===== src/logic/bypass_pkg.sv =====
// Constants, register map and state codes of the hoist by-pass contactor supervisor.
// Functional notes
// RULE1 - The by-pass mode is 0 for off, 1 for loss-saving full-voltage by-pass, 2 for heavy hoist by-pass.
// RULE2 - Output one closes the raise by-pass contactor for hoisting up or travel in direction A.
// RULE3 - Output two closes the lower by-pass contactor for lowering or travel in direction B.
// RULE4 - Outputs three and four release the two extra mechanical brakes used after heavy lowering.
// RULE5 - In mode 1 a fully conducting bridge is shorted by the contactor of the running direction.
// RULE6 - In mode 2 the drive leaves speed control for rescue by-pass once load reaches the threshold.
// RULE7 - In rescue by-pass the thyristors only carry the contactor switching moments.
// RULE8 - Rescue by-pass is entered only while the stack temperature is not above the start limit.
// RULE9 - Above the start limit rescue runs only for the hot time slot, then needs a cool stack again.
// RULE10 - Rescue by-pass limits motor current to the by-pass current limit.
// RULE11 - Stopping from rescue sets one extra brake from the first level and two from the second.
// RULE12 - Rescue by-pass pulls in the three rotor step contactors at their speed levels.
// RULE13 - High-load running before the final rotor step is bounded by the final step time.
// RULE14 - The remaining hot operating time is readable in seconds.
// RULE15 - The remaining time before the final rotor step must close is readable in seconds.
// RULE16 - Raise and lower contactors never close together and all by-pass outputs stay off in mode 0.
`default_nettype none
package bypass_pkg;
    localparam int CLK_HZ = 10_000_000;
    localparam int SEC_S = 1;
    localparam int SEC_CYCLES = CLK_HZ * SEC_S;
    localparam int ASSIST_MS = 100;
    localparam int ASSIST_CYCLES = (CLK_HZ / 1000) * ASSIST_MS;
    localparam int ADDR_W = 4;
    localparam int DATA_W = 16;
    localparam int SEC_W = 10;
    localparam logic [3:0] A_MODE = 4'h0;
    localparam logic [3:0] A_LOAD_THR = 4'h1;
    localparam logic [3:0] A_TEMP_LIM = 4'h2;
    localparam logic [3:0] A_HOT_SLOT = 4'h3;
    localparam logic [3:0] A_CUR_LIM = 4'h4;
    localparam logic [3:0] A_LEV1 = 4'h5;
    localparam logic [3:0] A_LEV2 = 4'h6;
    localparam logic [3:0] A_STEP1 = 4'h7;
    localparam logic [3:0] A_STEP2 = 4'h8;
    localparam logic [3:0] A_STEP3 = 4'h9;
    localparam logic [3:0] A_FIN_TIME = 4'ha;
    localparam logic [3:0] A_STATUS = 4'hb;
    localparam logic [3:0] A_REM_HOT = 4'hc;
    localparam logic [3:0] A_REM_FIN = 4'hd;
    localparam logic [1:0] MODE_OFF = 2'h0;
    localparam logic [1:0] MODE_LOSS = 2'h1;
    localparam logic [1:0] MODE_HEAVY = 2'h2;
    localparam logic [6:0] RST_LOAD_THR = 7'h37;
    localparam logic [7:0] RST_TEMP_LIM = 8'h28;
    localparam logic [9:0] RST_HOT_SLOT = 10'h384;
    localparam logic [8:0] RST_CUR_LIM = 9'h14a;
    localparam logic [6:0] RST_LEV1 = 7'h37;
    localparam logic [6:0] RST_LEV2 = 7'h50;
    localparam logic [7:0] RST_STEP1 = 8'hf6;
    localparam logic [7:0] RST_STEP2 = 8'h1e;
    localparam logic [7:0] RST_STEP3 = 8'h41;
    localparam logic [5:0] RST_FIN_TIME = 6'h14;
    localparam int ST_FINTRIP = 5;
    typedef enum logic [3:0] {
        ST_IDLE = 4'h1,
        ST_CONV = 4'h2,
        ST_RESCUE = 4'h4,
        ST_STOP = 4'h8
    } bp_state_e;
endpackage
`default_nettype wire


===== src/logic/sec_timer_if.sv =====
// Interface between the supervisor and its seconds countdown timers.
`timescale 1ns/1ps
`default_nettype none
interface sec_timer_if;
    logic tick;
    logic load;
    logic run;
    logic [9:0] preset;
    logic [9:0] remaining;
    modport ctl (output tick, output load, output run, output preset, input remaining);
    modport tmr (input tick, input load, input run, input preset, output remaining);
endinterface
`default_nettype wire


===== src/logic/hoist_bypass_contactor_ctrl.sv =====
// By-pass contactor, extra brake and rotor step supervisor for a crane motion controller.
`timescale 1ns/1ps
`default_nettype none
module hoist_bypass_contactor_ctrl #(
    parameter logic [23:0] SEC_CYCLES_P = 24'(bypass_pkg::SEC_CYCLES),
    parameter logic [19:0] ASSIST_CYCLES_P = 20'(bypass_pkg::ASSIST_CYCLES)
) (
    // Clock and reset
    input wire logic clk,
    input wire logic reset_n,
    // Register port
    input wire logic [bypass_pkg::ADDR_W-1:0] addr,
    input wire logic [bypass_pkg::DATA_W-1:0] wdata,
    input wire logic wr,
    input wire logic rd,
    output logic [bypass_pkg::DATA_W-1:0] rdata,
    // Drive state and measurements
    input wire logic run_a,
    input wire logic run_b,
    input wire logic full_conduction,
    input wire logic speed_zero,
    input wire logic [6:0] load_pct,
    input wire logic [7:0] stack_temp,
    input wire logic [8:0] motor_current_pct,
    input wire logic signed [7:0] speed_pct,
    // Remote I/O outputs
    output logic raise_bypass_contactor,
    output logic lower_bypass_contactor,
    output logic brake1_release,
    output logic brake2_release,
    // Rotor steps and thyristor control
    output logic first_rotor_step_contactor,
    output logic second_rotor_step_contactor,
    output logic final_rotor_step_contactor,
    output logic thyristor_enable,
    output logic current_limit_active
);
    import bypass_pkg::*;

    // ==========================================================
    // State
    typedef struct packed {
        bp_state_e st;
        logic [1:0] mode;
        logic [6:0] load_thr;
        logic [7:0] temp_lim;
        logic [9:0] hot_slot;
        logic [8:0] cur_lim;
        logic [6:0] lev1;
        logic [6:0] lev2;
        logic signed [7:0] step1;
        logic signed [7:0] step2;
        logic signed [7:0] step3;
        logic [5:0] fin_time;
        logic fin_trip;
        logic [23:0] sec_cnt;
        logic tick;
        logic [19:0] assist;
        logic raise;
        logic lower;
        logic b1;
        logic b2;
        logic k1;
        logic k2;
        logic k3;
        logic thy;
        logic ilim;
        logic [DATA_W-1:0] rdata;
    } ctrl_s;
    ctrl_s q;
    ctrl_s d;

    sec_timer_if hot_t ();
    sec_timer_if fin_t ();

    logic moving;
    logic cool;
    logic hot_out;
    logic fin_out;
    logic in_rescue;
    logic in_stop;

    assign moving = run_a ^ run_b;
    assign cool = stack_temp <= q.temp_lim;
    assign hot_out = !cool && hot_t.remaining == '0;
    assign fin_out = fin_t.remaining == '0;
    assign in_rescue = q.st == ST_RESCUE;
    assign in_stop = q.st == ST_STOP;

    // ==========================================================
    // Seconds timers
    // The hot slot restarts only once the stack is back at or below the start limit.
    assign hot_t.tick = q.tick;
    assign hot_t.load = cool; // [RULE9]
    assign hot_t.run = !cool;
    assign hot_t.preset = q.hot_slot;
    assign fin_t.tick = q.tick;
    assign fin_t.load = !in_rescue || q.k3; // [RULE13]
    assign fin_t.run = in_rescue && !q.k3;
    assign fin_t.preset = {4'h0, q.fin_time};

    sec_countdown hot_timer (
        .clk(clk),
        .reset_n(reset_n),
        .t(hot_t.tmr)
    );

    sec_countdown fin_timer (
        .clk(clk),
        .reset_n(reset_n),
        .t(fin_t.tmr)
    );

    // ==========================================================
    // Next state
    always_comb
    begin
        d = q;
        d.rdata = '0;
        d.tick = 1'b0;
        if (q.sec_cnt >= SEC_CYCLES_P - 24'h000001)
        begin
            d.sec_cnt = '0;
            d.tick = 1'b1;
        end
        else
        begin
            d.sec_cnt = q.sec_cnt + 24'h000001;
        end

        if (wr)
        begin
            unique case (addr)
                A_MODE:
                begin
                    if (wdata[1:0] <= MODE_HEAVY) // [RULE1]
                    begin
                        d.mode = wdata[1:0];
                    end
                end
                A_LOAD_THR: d.load_thr = wdata[6:0];
                A_TEMP_LIM: d.temp_lim = wdata[7:0];
                A_HOT_SLOT: d.hot_slot = wdata[9:0];
                A_CUR_LIM: d.cur_lim = wdata[8:0];
                A_LEV1: d.lev1 = wdata[6:0];
                A_LEV2: d.lev2 = wdata[6:0];
                A_STEP1: d.step1 = wdata[7:0];
                A_STEP2: d.step2 = wdata[7:0];
                A_STEP3: d.step3 = wdata[7:0];
                A_FIN_TIME: d.fin_time = wdata[5:0];
                A_STATUS:
                begin
                    if (wdata[ST_FINTRIP])
                    begin
                        d.fin_trip = 1'b0;
                    end
                end
                default:
                begin
                end
            endcase
        end

        // The heavy-load sequencer only runs in mode 2; other modes park it in idle.
        unique case (q.st)
            ST_IDLE:
            begin
                if (q.mode == MODE_HEAVY && moving)
                begin
                    if (load_pct >= q.load_thr && cool) // [RULE6] [RULE8]
                    begin
                        d.st = ST_RESCUE;
                    end
                    else
                    begin
                        d.st = ST_CONV;
                    end
                end
            end
            ST_CONV:
            begin
                if (q.mode != MODE_HEAVY || !moving)
                begin
                    d.st = ST_IDLE;
                end
                else if (load_pct >= q.load_thr && cool) // [RULE6] [RULE8]
                begin
                    d.st = ST_RESCUE;
                end
            end
            ST_RESCUE:
            begin
                if (q.mode != MODE_HEAVY)
                begin
                    d.st = ST_IDLE;
                end
                else if (!moving || hot_out || fin_out) // [RULE9] [RULE13]
                begin
                    d.st = ST_STOP;
                end
            end
            ST_STOP:
            begin
                if (q.mode != MODE_HEAVY || speed_zero)
                begin
                    d.st = ST_IDLE;
                end
            end
            default: d.st = ST_IDLE;
        endcase

        // Trip on the final step timer; set wins over a software clear.
        if (in_rescue && moving && fin_out)
        begin
            d.fin_trip = 1'b1; // [RULE13]
        end

        // Thyristors bridge the contactor make on entering rescue and its break on entering stop, then hand over.
        if (d.st != q.st && (d.st == ST_RESCUE || d.st == ST_STOP))
        begin
            d.assist = ASSIST_CYCLES_P; // [RULE7]
        end
        else if (q.assist != '0)
        begin
            d.assist = q.assist - 20'h00001;
        end

        d.raise = 1'b0;
        d.lower = 1'b0;
        d.b1 = 1'b0;
        d.b2 = 1'b0;
        d.thy = 1'b0;
        d.ilim = 1'b0;
        unique case (d.st)
            ST_CONV:
            begin
                d.thy = 1'b1;
                d.b1 = 1'b1;
                d.b2 = 1'b1;
            end
            ST_RESCUE:
            begin
                d.raise = run_a && !run_b; // [RULE2]
                d.lower = run_b && !run_a; // [RULE3]
                d.thy = d.assist != '0; // [RULE7]
                d.b1 = 1'b1; // [RULE4]
                d.b2 = 1'b1;
                d.ilim = motor_current_pct > q.cur_lim; // [RULE10]
            end
            ST_STOP:
            begin
                d.thy = d.assist != '0;
                d.b1 = load_pct < q.lev1; // [RULE11]
                d.b2 = load_pct < q.lev2; // [RULE11]
            end
            default:
            begin
                if (q.mode == MODE_LOSS && full_conduction)
                begin
                    d.raise = run_a && !run_b; // [RULE5]
                    d.lower = run_b && !run_a; // [RULE5]
                end
            end
        endcase

        // Rotor steps latch once pulled in and drop when rescue ends.
        if (d.st == ST_RESCUE)
        begin
            d.k1 = q.k1 || speed_pct >= q.step1; // [RULE12]
            d.k2 = q.k2 || speed_pct >= q.step2; // [RULE12]
            d.k3 = q.k3 || speed_pct >= q.step3; // [RULE12]
        end
        else
        begin
            d.k1 = 1'b0;
            d.k2 = 1'b0;
            d.k3 = 1'b0;
        end

        if (q.mode == MODE_OFF)
        begin
            d.raise = 1'b0; // [RULE16]
            d.lower = 1'b0;
        end

        if (rd)
        begin
            unique case (addr)
                A_MODE: d.rdata = {14'h0000, q.mode};
                A_LOAD_THR: d.rdata = {9'h000, q.load_thr};
                A_TEMP_LIM: d.rdata = {8'h00, q.temp_lim};
                A_HOT_SLOT: d.rdata = {6'h00, q.hot_slot};
                A_CUR_LIM: d.rdata = {7'h00, q.cur_lim};
                A_LEV1: d.rdata = {9'h000, q.lev1};
                A_LEV2: d.rdata = {9'h000, q.lev2};
                A_STEP1: d.rdata = {8'h00, q.step1};
                A_STEP2: d.rdata = {8'h00, q.step2};
                A_STEP3: d.rdata = {8'h00, q.step3};
                A_FIN_TIME: d.rdata = {10'h000, q.fin_time};
                A_STATUS: d.rdata = {1'b0, q.ilim, q.thy, q.k3, q.k2, q.k1, q.b2,
                    q.b1, q.lower, q.raise, q.fin_trip, hot_out, q.st};
                A_REM_HOT: d.rdata = {6'h00, hot_t.remaining}; // [RULE14]
                A_REM_FIN: d.rdata = {6'h00, fin_t.remaining}; // [RULE15]
                default: d.rdata = '0;
            endcase
        end
    end

    // ==========================================================
    // Registers
    always_ff @(posedge clk or negedge reset_n)
    begin
        if (!reset_n)
        begin
            q <= '0;
            q.st <= ST_IDLE;
            q.load_thr <= RST_LOAD_THR;
            q.temp_lim <= RST_TEMP_LIM;
            q.hot_slot <= RST_HOT_SLOT;
            q.cur_lim <= RST_CUR_LIM;
            q.lev1 <= RST_LEV1;
            q.lev2 <= RST_LEV2;
            q.step1 <= RST_STEP1;
            q.step2 <= RST_STEP2;
            q.step3 <= RST_STEP3;
            q.fin_time <= RST_FIN_TIME;
        end
        else
        begin
            q <= d;
        end
    end

    assign rdata = q.rdata;
    assign raise_bypass_contactor = q.raise;
    assign lower_bypass_contactor = q.lower;
    assign brake1_release = q.b1;
    assign brake2_release = q.b2;
    assign first_rotor_step_contactor = q.k1;
    assign second_rotor_step_contactor = q.k2;
    assign final_rotor_step_contactor = q.k3;
    assign thyristor_enable = q.thy;
    assign current_limit_active = q.ilim;
endmodule
`default_nettype wire


===== src/logic/sec_countdown.sv =====
// Seconds countdown timer, reloaded while idle and counting down on the seconds tick.
`timescale 1ns/1ps
`default_nettype none
module sec_countdown (
    // Clock and reset
    input wire logic clk,
    input wire logic reset_n,
    // Control from the supervisor
    sec_timer_if.tmr t
);
    import bypass_pkg::*;
    typedef struct packed {
        logic [SEC_W-1:0] rem;
    } tmr_s;
    tmr_s q;
    tmr_s d;

    always_comb
    begin
        d = q;
        if (t.load)
        begin
            d.rem = t.preset;
        end
        else if (t.run && t.tick && q.rem != '0)
        begin
            d.rem = q.rem - 10'h001;
        end
    end

    always_ff @(posedge clk or negedge reset_n)
    begin
        if (!reset_n)
        begin
            q <= '0;
        end
        else
        begin
            q <= d;
        end
    end

    assign t.remaining = q.rem;
endmodule
`default_nettype wire


===== config.mk =====
export PLATFORM = sky130hd
export DESIGN_NAME = hoist_bypass_contactor_ctrl
export DESIGN_NICKNAME = d
export VERILOG_FILES = /design/src/logic/bypass_pkg.sv /design/src/logic/sec_timer_if.sv /design/src/logic/hoist_bypass_contactor_ctrl.sv /design/src/logic/sec_countdown.sv
export SDC_FILE = /design/constraint.sdc
export NUM_CORES = 1
export LEC_CHECK = 0
export BUFFER_PORTS_ARGS = -buffer_cell sky130_fd_sc_hd__buf_2
export CAP_MARGIN = 20
export CORE_UTILIZATION = 35
export DETAILED_ROUTE_END_ITERATION = 10
export PLACE_DENSITY = 0.55
export SYNTH_ARGS = -nofsm -noshare
export SYNTH_HDL_FRONTEND = slang
export SYNTH_SLANG_ARGS = --single-unit

===== constraint.sdc =====
create_clock -name clk -period 5.7 [get_ports clk]
set_input_delay 0.855 -clock clk [delete_from_list [all_inputs] [get_ports clk]]
set_output_delay 0.855 -clock clk [all_outputs]
set_load 0.02 [all_outputs]

# After elaboration in Yosys (flattened, before gate mapping)
# Index checks and enable logic that the tools add are counted.
[word_totals]
ff_bits = 175
output_inout_bits = 25
word_cells = 153
[classes]
add_sub_neg = 4
n_lt_le_gt_ge = 10
eq_ne = 24
mux = 29
n_bitwise = 1
reduce_logical = 57
[ops]
columns = ["cell", "count"]
rows = [
  ["$pmux W15 S14", 1],
  ["$mux W10", 4],
  ["$mux W20", 2],
  ["$reduce_bool A20 Y1", 2],
  ["$eq A4 B4 Y1 const B", 8],
  ["$add A24 B1 Y24 const B", 1],
  ["$eq A4 B3 Y1 const B", 6],
  ["$ge A24 B24 Y1 const B", 1],
  ["$ge A8 B8 Y1", 3],
  ["$mux W24", 1],
  ["$mux W4", 6],
  ["$logic_not A10 Y1", 2],
  ["$reduce_and A2 Y1", 10],
  ["$reduce_bool A10 Y1", 2],
  ["$sub A10 B1 Y10 const B", 2],
  ["$sub A20 B1 Y20 const B", 1],
  ["$eq A4 B2 Y1 const B", 4],
  ["$pmux W4 S4", 1],
  ["$mux W15", 1],
  ["$logic_and A1 B1 Y1", 14],
  ["$lt A7 B7 Y1", 2],
  ["$reduce_bool A2 Y1", 5],
  ["$gt A9 B9 Y1", 1],
  ["$logic_or A1 B1 Y1", 9],
  ["19 further kinds", 36],
]

# Depth between registers and ports, before layout
# Gate-level depths: netlist (run 1).
[depth]
depth_word = 14
depth_mapped = 11
ltp_nobuf = 10

# By module
# From an unflattened synthesis (run 1), not the netlist that was laid out.
[hier_totals]
hier_cells = 1112
area_unflattened_um2 = 10428.8
[by_module_without_submodules]
columns = ["module", "instances", "cells_each", "area_per_inst_um2", "seq_area_each_um2"]
rows = [
  ["hoist_bypass_contactor_ctrl", 1, 976, 9155.0, 3900.0],
  ["sec_countdown", 2, 68, 636.9, 250.2],
]

# Worst setup path before layout (run 1)
# Ideal clock, no wire load.
[synth_path]
kind = "input to register"
from = "input run_a"
to = "register q[38] (netlist bit)"
arrival_time_ps = 2603
slack_ps = 2976
path_stages = 8
n_path_buf = 1
path_cell_list = "inv_1 > ha_1 > nor4_1 > a21oi_1 > a31o_2 > a2111oi_4 > buf_6 > nor2_1"
[synth_rtl]
columns = ["item", "line_no", "source"]
rows = [
  ["from (decl)", "hoist_bypass_contactor_ctrl.sv:18", "input wire logic run_a,"],
  ["to (decl)", "hoist_bypass_contactor_ctrl.sv:70", "ctrl_s q;"],
]

# Worst setup path after layout (run 1)
[layout_path]
from = "input addr[2] (netlist bit)"
to = "register q[93] (netlist bit)"
[layout_between]
elab_chain_cells = 2
[layout_rtl]
columns = ["item", "line_no", "source"]
rows = [
  ["from (decl)", "hoist_bypass_contactor_ctrl.sv:12", "input wire logic [bypass_pkg::ADDR_W-1:0] addr,"],
  ["$eq A4 B3 Y1", "hoist_bypass_contactor_ctrl.sv:133", "unique case (addr)"],
  ["$reduce_and A2 Y1 (no line)", "n/a", ""],
]
# Every way passes these cells.
# A chain may end at the register's enable or synchronous reset.

==> metrics.md, run 1 <==
| Metric | Value |
|---|---|
| Ys async rst share | 100% |
| Leak | 5.04 nW |
| Clock root cell | clkbuf_16 |
| 1st-iter DRT viols | 611 |
| Final wirelength | 29500 µm |
| Area leader, netlist | dfrtp_1 |
| DRT Pass-1 Iters | 5 |
| Hold_buf cts | 0 |
| CTS tree | built |
| Die Y | 173 µm |
| Via count | 8049 |
| CTS max path bufs | 2 |
| Worst r2r src | q[137] |
| Die area | 0.0299 mm² |
| Num ports | 85 |
| Number of flops mapped to enable cells by yosys | 0 |
| Yosys cell types | 75 |
| GPL Wtd Cong | 0.911 |
| Max-slew violation count | 0 |
| Clk pin slew, worst setup/hold paths | 0.07 ns |
| Post-synth top cells | dfrtp_1 (137), nor2_1 (104), nand2_1 (101) |
| CP startpoint | addr[2] |
| Worst setup margin | 2.49 ns |
| Slowest CP cell | nor2b_1 |
| Final period util | 56.4% |
| Cell Chain, Critical Path | buf_2 -> nor2b_1 -> nand2_1 -> nor2_1 -> mux2_2 |
| Most common cell in the synthesized netlist | dfrtp_1 |
| Reg2reg setup slack | 2.58 ns |
| Synth warn | 0 |
| Dpl ws | 2.15 ns |
| Aggregate negative setup slack | 0 ns |
| Site Rows | 62 |
| Mapped cell area | 0.0102 mm² |
| PortBufs | 77 |
| # DRC | 0 |
| FF+latch area | 0.00440 mm² |
| Filler cell count | 2918 |
| Most common flop cell mapped by yosys | dfrtp_1 |
| Initial Util | 35.6% |
| Worst-path fanout max | 35 |
| CP Launch Type | input port |
| Clk_skew | 0.0104 ns |
| Final critical-path required period | 3.21 ns |
| H-tree levels | 4 |
| Max VDD drop | 170 µV |
| Hold Crit Class | in2async |
| Syn avg cell area | 9.41 µm² |
| Global route overflow | 0 |
| Kind of critical path | in2reg |
| Area growth syn-to-layout | 12.1% |
| Antenna viol nets, final | 0 |
| Crit path capture type | register |
| Worst path max stage delay | 0.76 ns |
| Die X | 173 µm |
| Share of the synthesized area in the top cell type | 33.6% |
| Arr. time, crit path | 3.53 ns |
| Overall Global Routing Usage | 20.4% |
| FMAX | 311 MHz |
| Setup Viol. Count Final | 0 |
| CTS Buf Count | 17 |
| Fraction of layout cells with a size suffix above 1 | 18.7% |
| Routed WL per cell | 19.3 µm |
| Post-DP HPWL | 21800 µm |
| Area of the multi-input gates | 0.00523 mm² |
| Core area | 0.0287 mm² |
| Cells after Synth | 1085 |
| Post-synth net total | 1213 |
| Max-cap violations | 0 |
| Worst slew pin tran | 0.946 ns |
| Relative slew slack | 36.9% |
| Sequential share of the synthesized area | 43.1% |
| First-pass GRT wire length | 46400 µm |
| Clock latency on the worst-skew pair | 0.43 ns |
| FF+latch count, synth | 174 |
| Unrepaired setup endpoints after global routing | false |
| Setup bufs post-CTS | 0 |
| Avg Vias per Cell | 5.27 |
| Sink Count | 174 |
| Vias in the first global route | 7883 |
| Synth area leaders | dfrtp_1 (34%), dfstp_2 (9.5%), ha_1 (8.3%) |
| Run status | complete, no violations |
| Final nets | 1257 |
| Largest net degree at the start of global routing | 67 |
| Hold Vio Cnt, Final | 0 |
| Power Density | 356 mW/mm² |
| Initial antenna violation count | 0 |
| Post-cts resize count | 0 |
| CP required | 6.02 ns |
## cell families after synthesis
| family | Yosys count | share of synthesized area, % |
|---|---|---|
| adder cells (fa/ha/maj) | 68 | 8.33 |
| other | 1 | 0.0367 |
| XOR/XNOR | 52 | 4.46 |
| AND/OR/NAND/NOR | 362 | 17.8 |
| multiplexers | 50 | 5.39 |
| flip-flops | 174 | 43.1 |
| AO/OA/AOI/OAI | 242 | 15.2 |
| buffers and inverters | 136 | 5.70 |
## power by group
part | switching (mW) | internal (mW) | total, mW
logic | 0.594 | 0.448 | 1.04
clock network | 0.536 | 0.680 | 1.22
registers | 0.294 | 1.52 | 1.82
## metrics by stage
stage	cells	util (%)	hold WS, ns	total power, mW	cell area (µm²)
3_3_place_gp	1494	37.8	0.465	2.85	10800
4_1_cts	1526	39.9	0.450	4.10	11400
6_report	1527	39.9	0.436	4.07	11400
2_1_floorplan	1085	-	0.448	2.50	10200
5_1_grt	1526	39.9	0.486	4.32	11400
3_5_place_dp	1494	37.8	0.474	2.87	10800
## metal layers
metal / track usage (%) / vias up / wire length [µm]
li1: - / 3875 / -
met1: 29.0 / 3922 / 14500
met2: 30.8 / 221 / 12800
met3: 3.85 / 31 / 1490
met4: 7.04 / 0 / 703
met5: 0 / - / 0
## critical path: cells and delay by family
family | cells | cell delay [ns]
mux | 1 | 0.41
simple gates | 3 | 1.74
buf+inv | 1 | 0.51
## worst paths after layout
path | endpoint | cells after the start
max in group asynchronous | hot_t.preset[5] | 2
worst max-delay path | q[93] | 5
worst min register to register | q[69] | 1
worst max register to register | q[37] | 9
worst min-delay path | rdata[0] | 1
min in group clk | q[69] | 1
## cell usage in the layout (no fill, tap or decap), drive strengths merged, types with 16 or more instances in the layout
cell type	n
buf	83
nor2	104
nor3	23
nor2b	20
a22oi	16
dfrtp	137
nand2	101
mux2	40
xnor2	36
xor2	16
nand3	23
clkbuf	19
inv	83
o21ai	91
nand2b	16
a21oi	46
dfstp	37
ha	68
## cell type report
cell class | instances | share of cell area [%]
flip-flops and latches | 174 | 38.4
repair buffers | 83 | 3.82
clock buffers | 19 | 3.96
multi-input cells | 775 | 45.7
clock inverters | 13 | 1.32
inverters | 78 | 2.56
diodes | 1 | 0.0219
well taps | 384 | 4.20
## flip-flops by register name, indices dropped and copies added, names as in the netlist, 6 cells and up
signal / cells
hot_timer.t.remaining: 10
rdata: 15
fin_t.preset: 6
hot_t.preset: 10
fin_timer.t.remaining: 10
q: 113
No activity file was read; power rests on OpenSTA's default activity.
==> run 2, diff against run 1 <==
==> constraint.sdc (replaced) <==
create_clock -name clk -period 3.3 [get_ports clk]
set_input_delay 0.495 -clock clk [delete_from_list [all_inputs] [get_ports clk]]
set_output_delay 0.495 -clock clk [all_outputs]
set_load 0.02 [all_outputs]
==> run 2 against run 1 <==
Net effect: count of clock-buffer cells in the layout down 2; total power increased by 73%; setup slack got worse by 2.0 ns; final area increased by 0.94%; sequential cell count is the same; register-to-register slack got worse by 2.1 ns; hold slack got worse by 0.36 ns; global-route usage increased by 0.30 points; sequential share of layout area decreased by 0.36 points; core utilization is 0.37 points higher; critical path depth grew 4; final cell count increased by 0.92%.
==> metrics.md, run 2 (same netlist as run 1, synthesis figures left out) <==
| Metric | Value |
|---|---|
| Global-route met1 utilization | 30.2% |
| Post-cts resize count | 0 |
| CP required | 3.61 ns |
| Avg Vias per Cell | 5.25 |
| Relative slew slack | 50.9% |
| Power Density | 610 mW/mm² |
| Worst r2r src | q[137] |
| Largest register by flop count | q |
| Hold_buf cts | 0 |
| Reg2reg path depth | 9 |
| Pint | 4.50 mW |
| Clock share of power | 29.5% |
| Kind of critical path | reg2reg |
| FMAX | 357 MHz |
| Final period util | 85.0% |
| CTS max path bufs | 2 |
| Routed WL per cell | 19.4 µm |
| Sink Count | 174 |
| Die Y | 173 µm |
| Net Sw Power | 2.55 mW |
| Vias in the first global route | 8050 |
| Met2 usage | 31.3% |
| Most common cell after layout, fill and taps aside | dfrtp_1 |
| Die X | 173 µm |
| Arr. time, crit path | 3.11 ns |
| Run status | complete, no violations |
| Clock latency on the worst-skew pair | 0.43 ns |
| Unrepaired setup endpoints after global routing | false |
| First-pass GRT wire length | 47400 µm |
| Clk_skew | 0.0130 ns |
| CP Launch Type | register |
| Core area | 0.0287 mm² |
| Placed Cells | 1509 |
| Setup bufs post-CTS | 0 |
| Final critical-path required period | 2.80 ns |
| Num ports | 85 |
| Most frequent cells in the layout | dfrtp_1 (137), nor2_1 (104), nand2_1 (101) |
| Largest register FFs | 113 |
| Worst slew pin tran | 0.730 ns |
| DRT Pass-1 Iters | 7 |
| Die area | 0.0299 mm² |
| Routing usage on met3 | 3.54% |
| Fin Hold WS | 0.0730 ns |
| CTS tree | built |
| Hold Crit Class | in2async |
| Max-slew violation count | 0 |
| N_diodes | 0 |
| H-tree levels | 4 |
| CTS Buf Count | 17 |
| Flop pwr share | 44.7% |
| Antenna viol nets, final | 0 |
| Fraction of layout cells with a size suffix above 1 | 19.8% |
| # DRC | 0 |
| Initial Util | 35.6% |
| 1st-iter DRT viols | 781 |
| Reg2reg end | q[36] |
| Clk pin slew, worst setup/hold paths | 0.07 ns |
| Setup Viol. Count Final | 0 |
| Via count | 8091 |
| Final nets | 1272 |
| Aggregate negative setup slack | 0 ns |
| Hold Vio Cnt, Final | 0 |
| Reg2reg setup slack | 0.50 ns |
| Clock root cell | clkbuf_16 |
| Area growth syn-to-layout | 13.1% |
| Global route overflow | 0 |
| Grt peak-use layer | met2 |
| Final wirelength | 29900 µm |
| Crit path capture type | register |
| PortBufs | 77 |
| Site Rows | 62 |
| Worst-path fanout max | 16 |
| Comb pwr share | 25.8% |
| Fin cells | 1541 |
| Overall Global Routing Usage | 20.7% |
| Max-cap violations | 0 |
| Largest net degree at the start of global routing | 74 |
| Sw Share | 36.2% |
| Max VDD drop | 304 µV |
| Leak | 5.11 nW |
| GPL Wtd Cong | 0.893 |
| Post-DP HPWL | 22400 µm |
| Initial antenna violation count | 0 |
## run 2: changes by cell type in the layout (fill, tap and decap cells not counted)
cell        delta
clkinv_2       -2
buf_12         +1
diode_2        -1
inv_6          +2
buf_4         +14
bufinv_16      -1
clkbuf_8       -2
clkinvlp_4     +1
clkinv_4       -2
inv_8          +4
## run 2: worst max-delay path by stage
stage / start / end / slack (ns)
after floorplan: run_a / q[38] / 0.94
after global placement: load_pct[0] / q[42] / 0.47
after detailed placement: load_pct[0] / q[31] / 0.47
after CTS: q[137] / q[36] / 0.51
after global routing: q[137] / q[43] / 0.36
final: q[137] / q[36] / 0.50
## run 2: layer usage
| layer | up-vias | wire length [µm] |
|---|---|---|
| met2 | 201 | 13200 |
| met4 | 0 | 616 |
| met3 | 31 | 1410 |
| met5 | - | 0 |
| li1 | 3914 | - |
| met1 | 3945 | 14700 |
## run 2: per-stage QoR
step / utilization (%) / setup WS, ns / area [µm²] / total power [mW]
after floorplan: - / 0.936 / 10200 / 4.31
after global placement: 38.2 / 0.471 / 11000 / 4.94
after detailed placement: 38.2 / 0.469 / 11000 / 4.99
after CTS: 40.2 / 0.508 / 11600 / 7.08
after global routing: 40.2 / 0.360 / 11600 / 7.48
final: 40.2 / 0.495 / 11600 / 7.05
## run 2: worst max-delay path, cell delays in order, from the launching register on
cell,delay (ns)
dfstp_2,0.53
inv_1,0.08
ha_1,0.32
nand4_1,0.13
o21a_1,0.20
nor2_1,0.41
o21ai_0,0.29
a2111oi_4,0.38
buf_4,0.27
nor2_1,0.07
## run 2: power groups by stage
stage               registers, mW  clock network [mW]  logic [mW]
floorplan                    2.97                   0        1.34
global placement             3.17                   0        1.77
finish                       3.15                2.08        1.82
CTS                          3.14                2.12        1.82
detailed placement           3.17                   0        1.82
global route                 3.20                2.20        2.08
## run 2: cell type report
class / count / area, µm²
Sequential cell: 174 / 4400
Multi-Input combinational cell: 775 / 5230
Timing Repair Buffer: 98 / 562
Clock buffer: 17 / 425
Fill cell: 2884 / 17200
Tap cell: 384 / 480
Inverter: 78 / 293
Clock inverter: 15 / 164
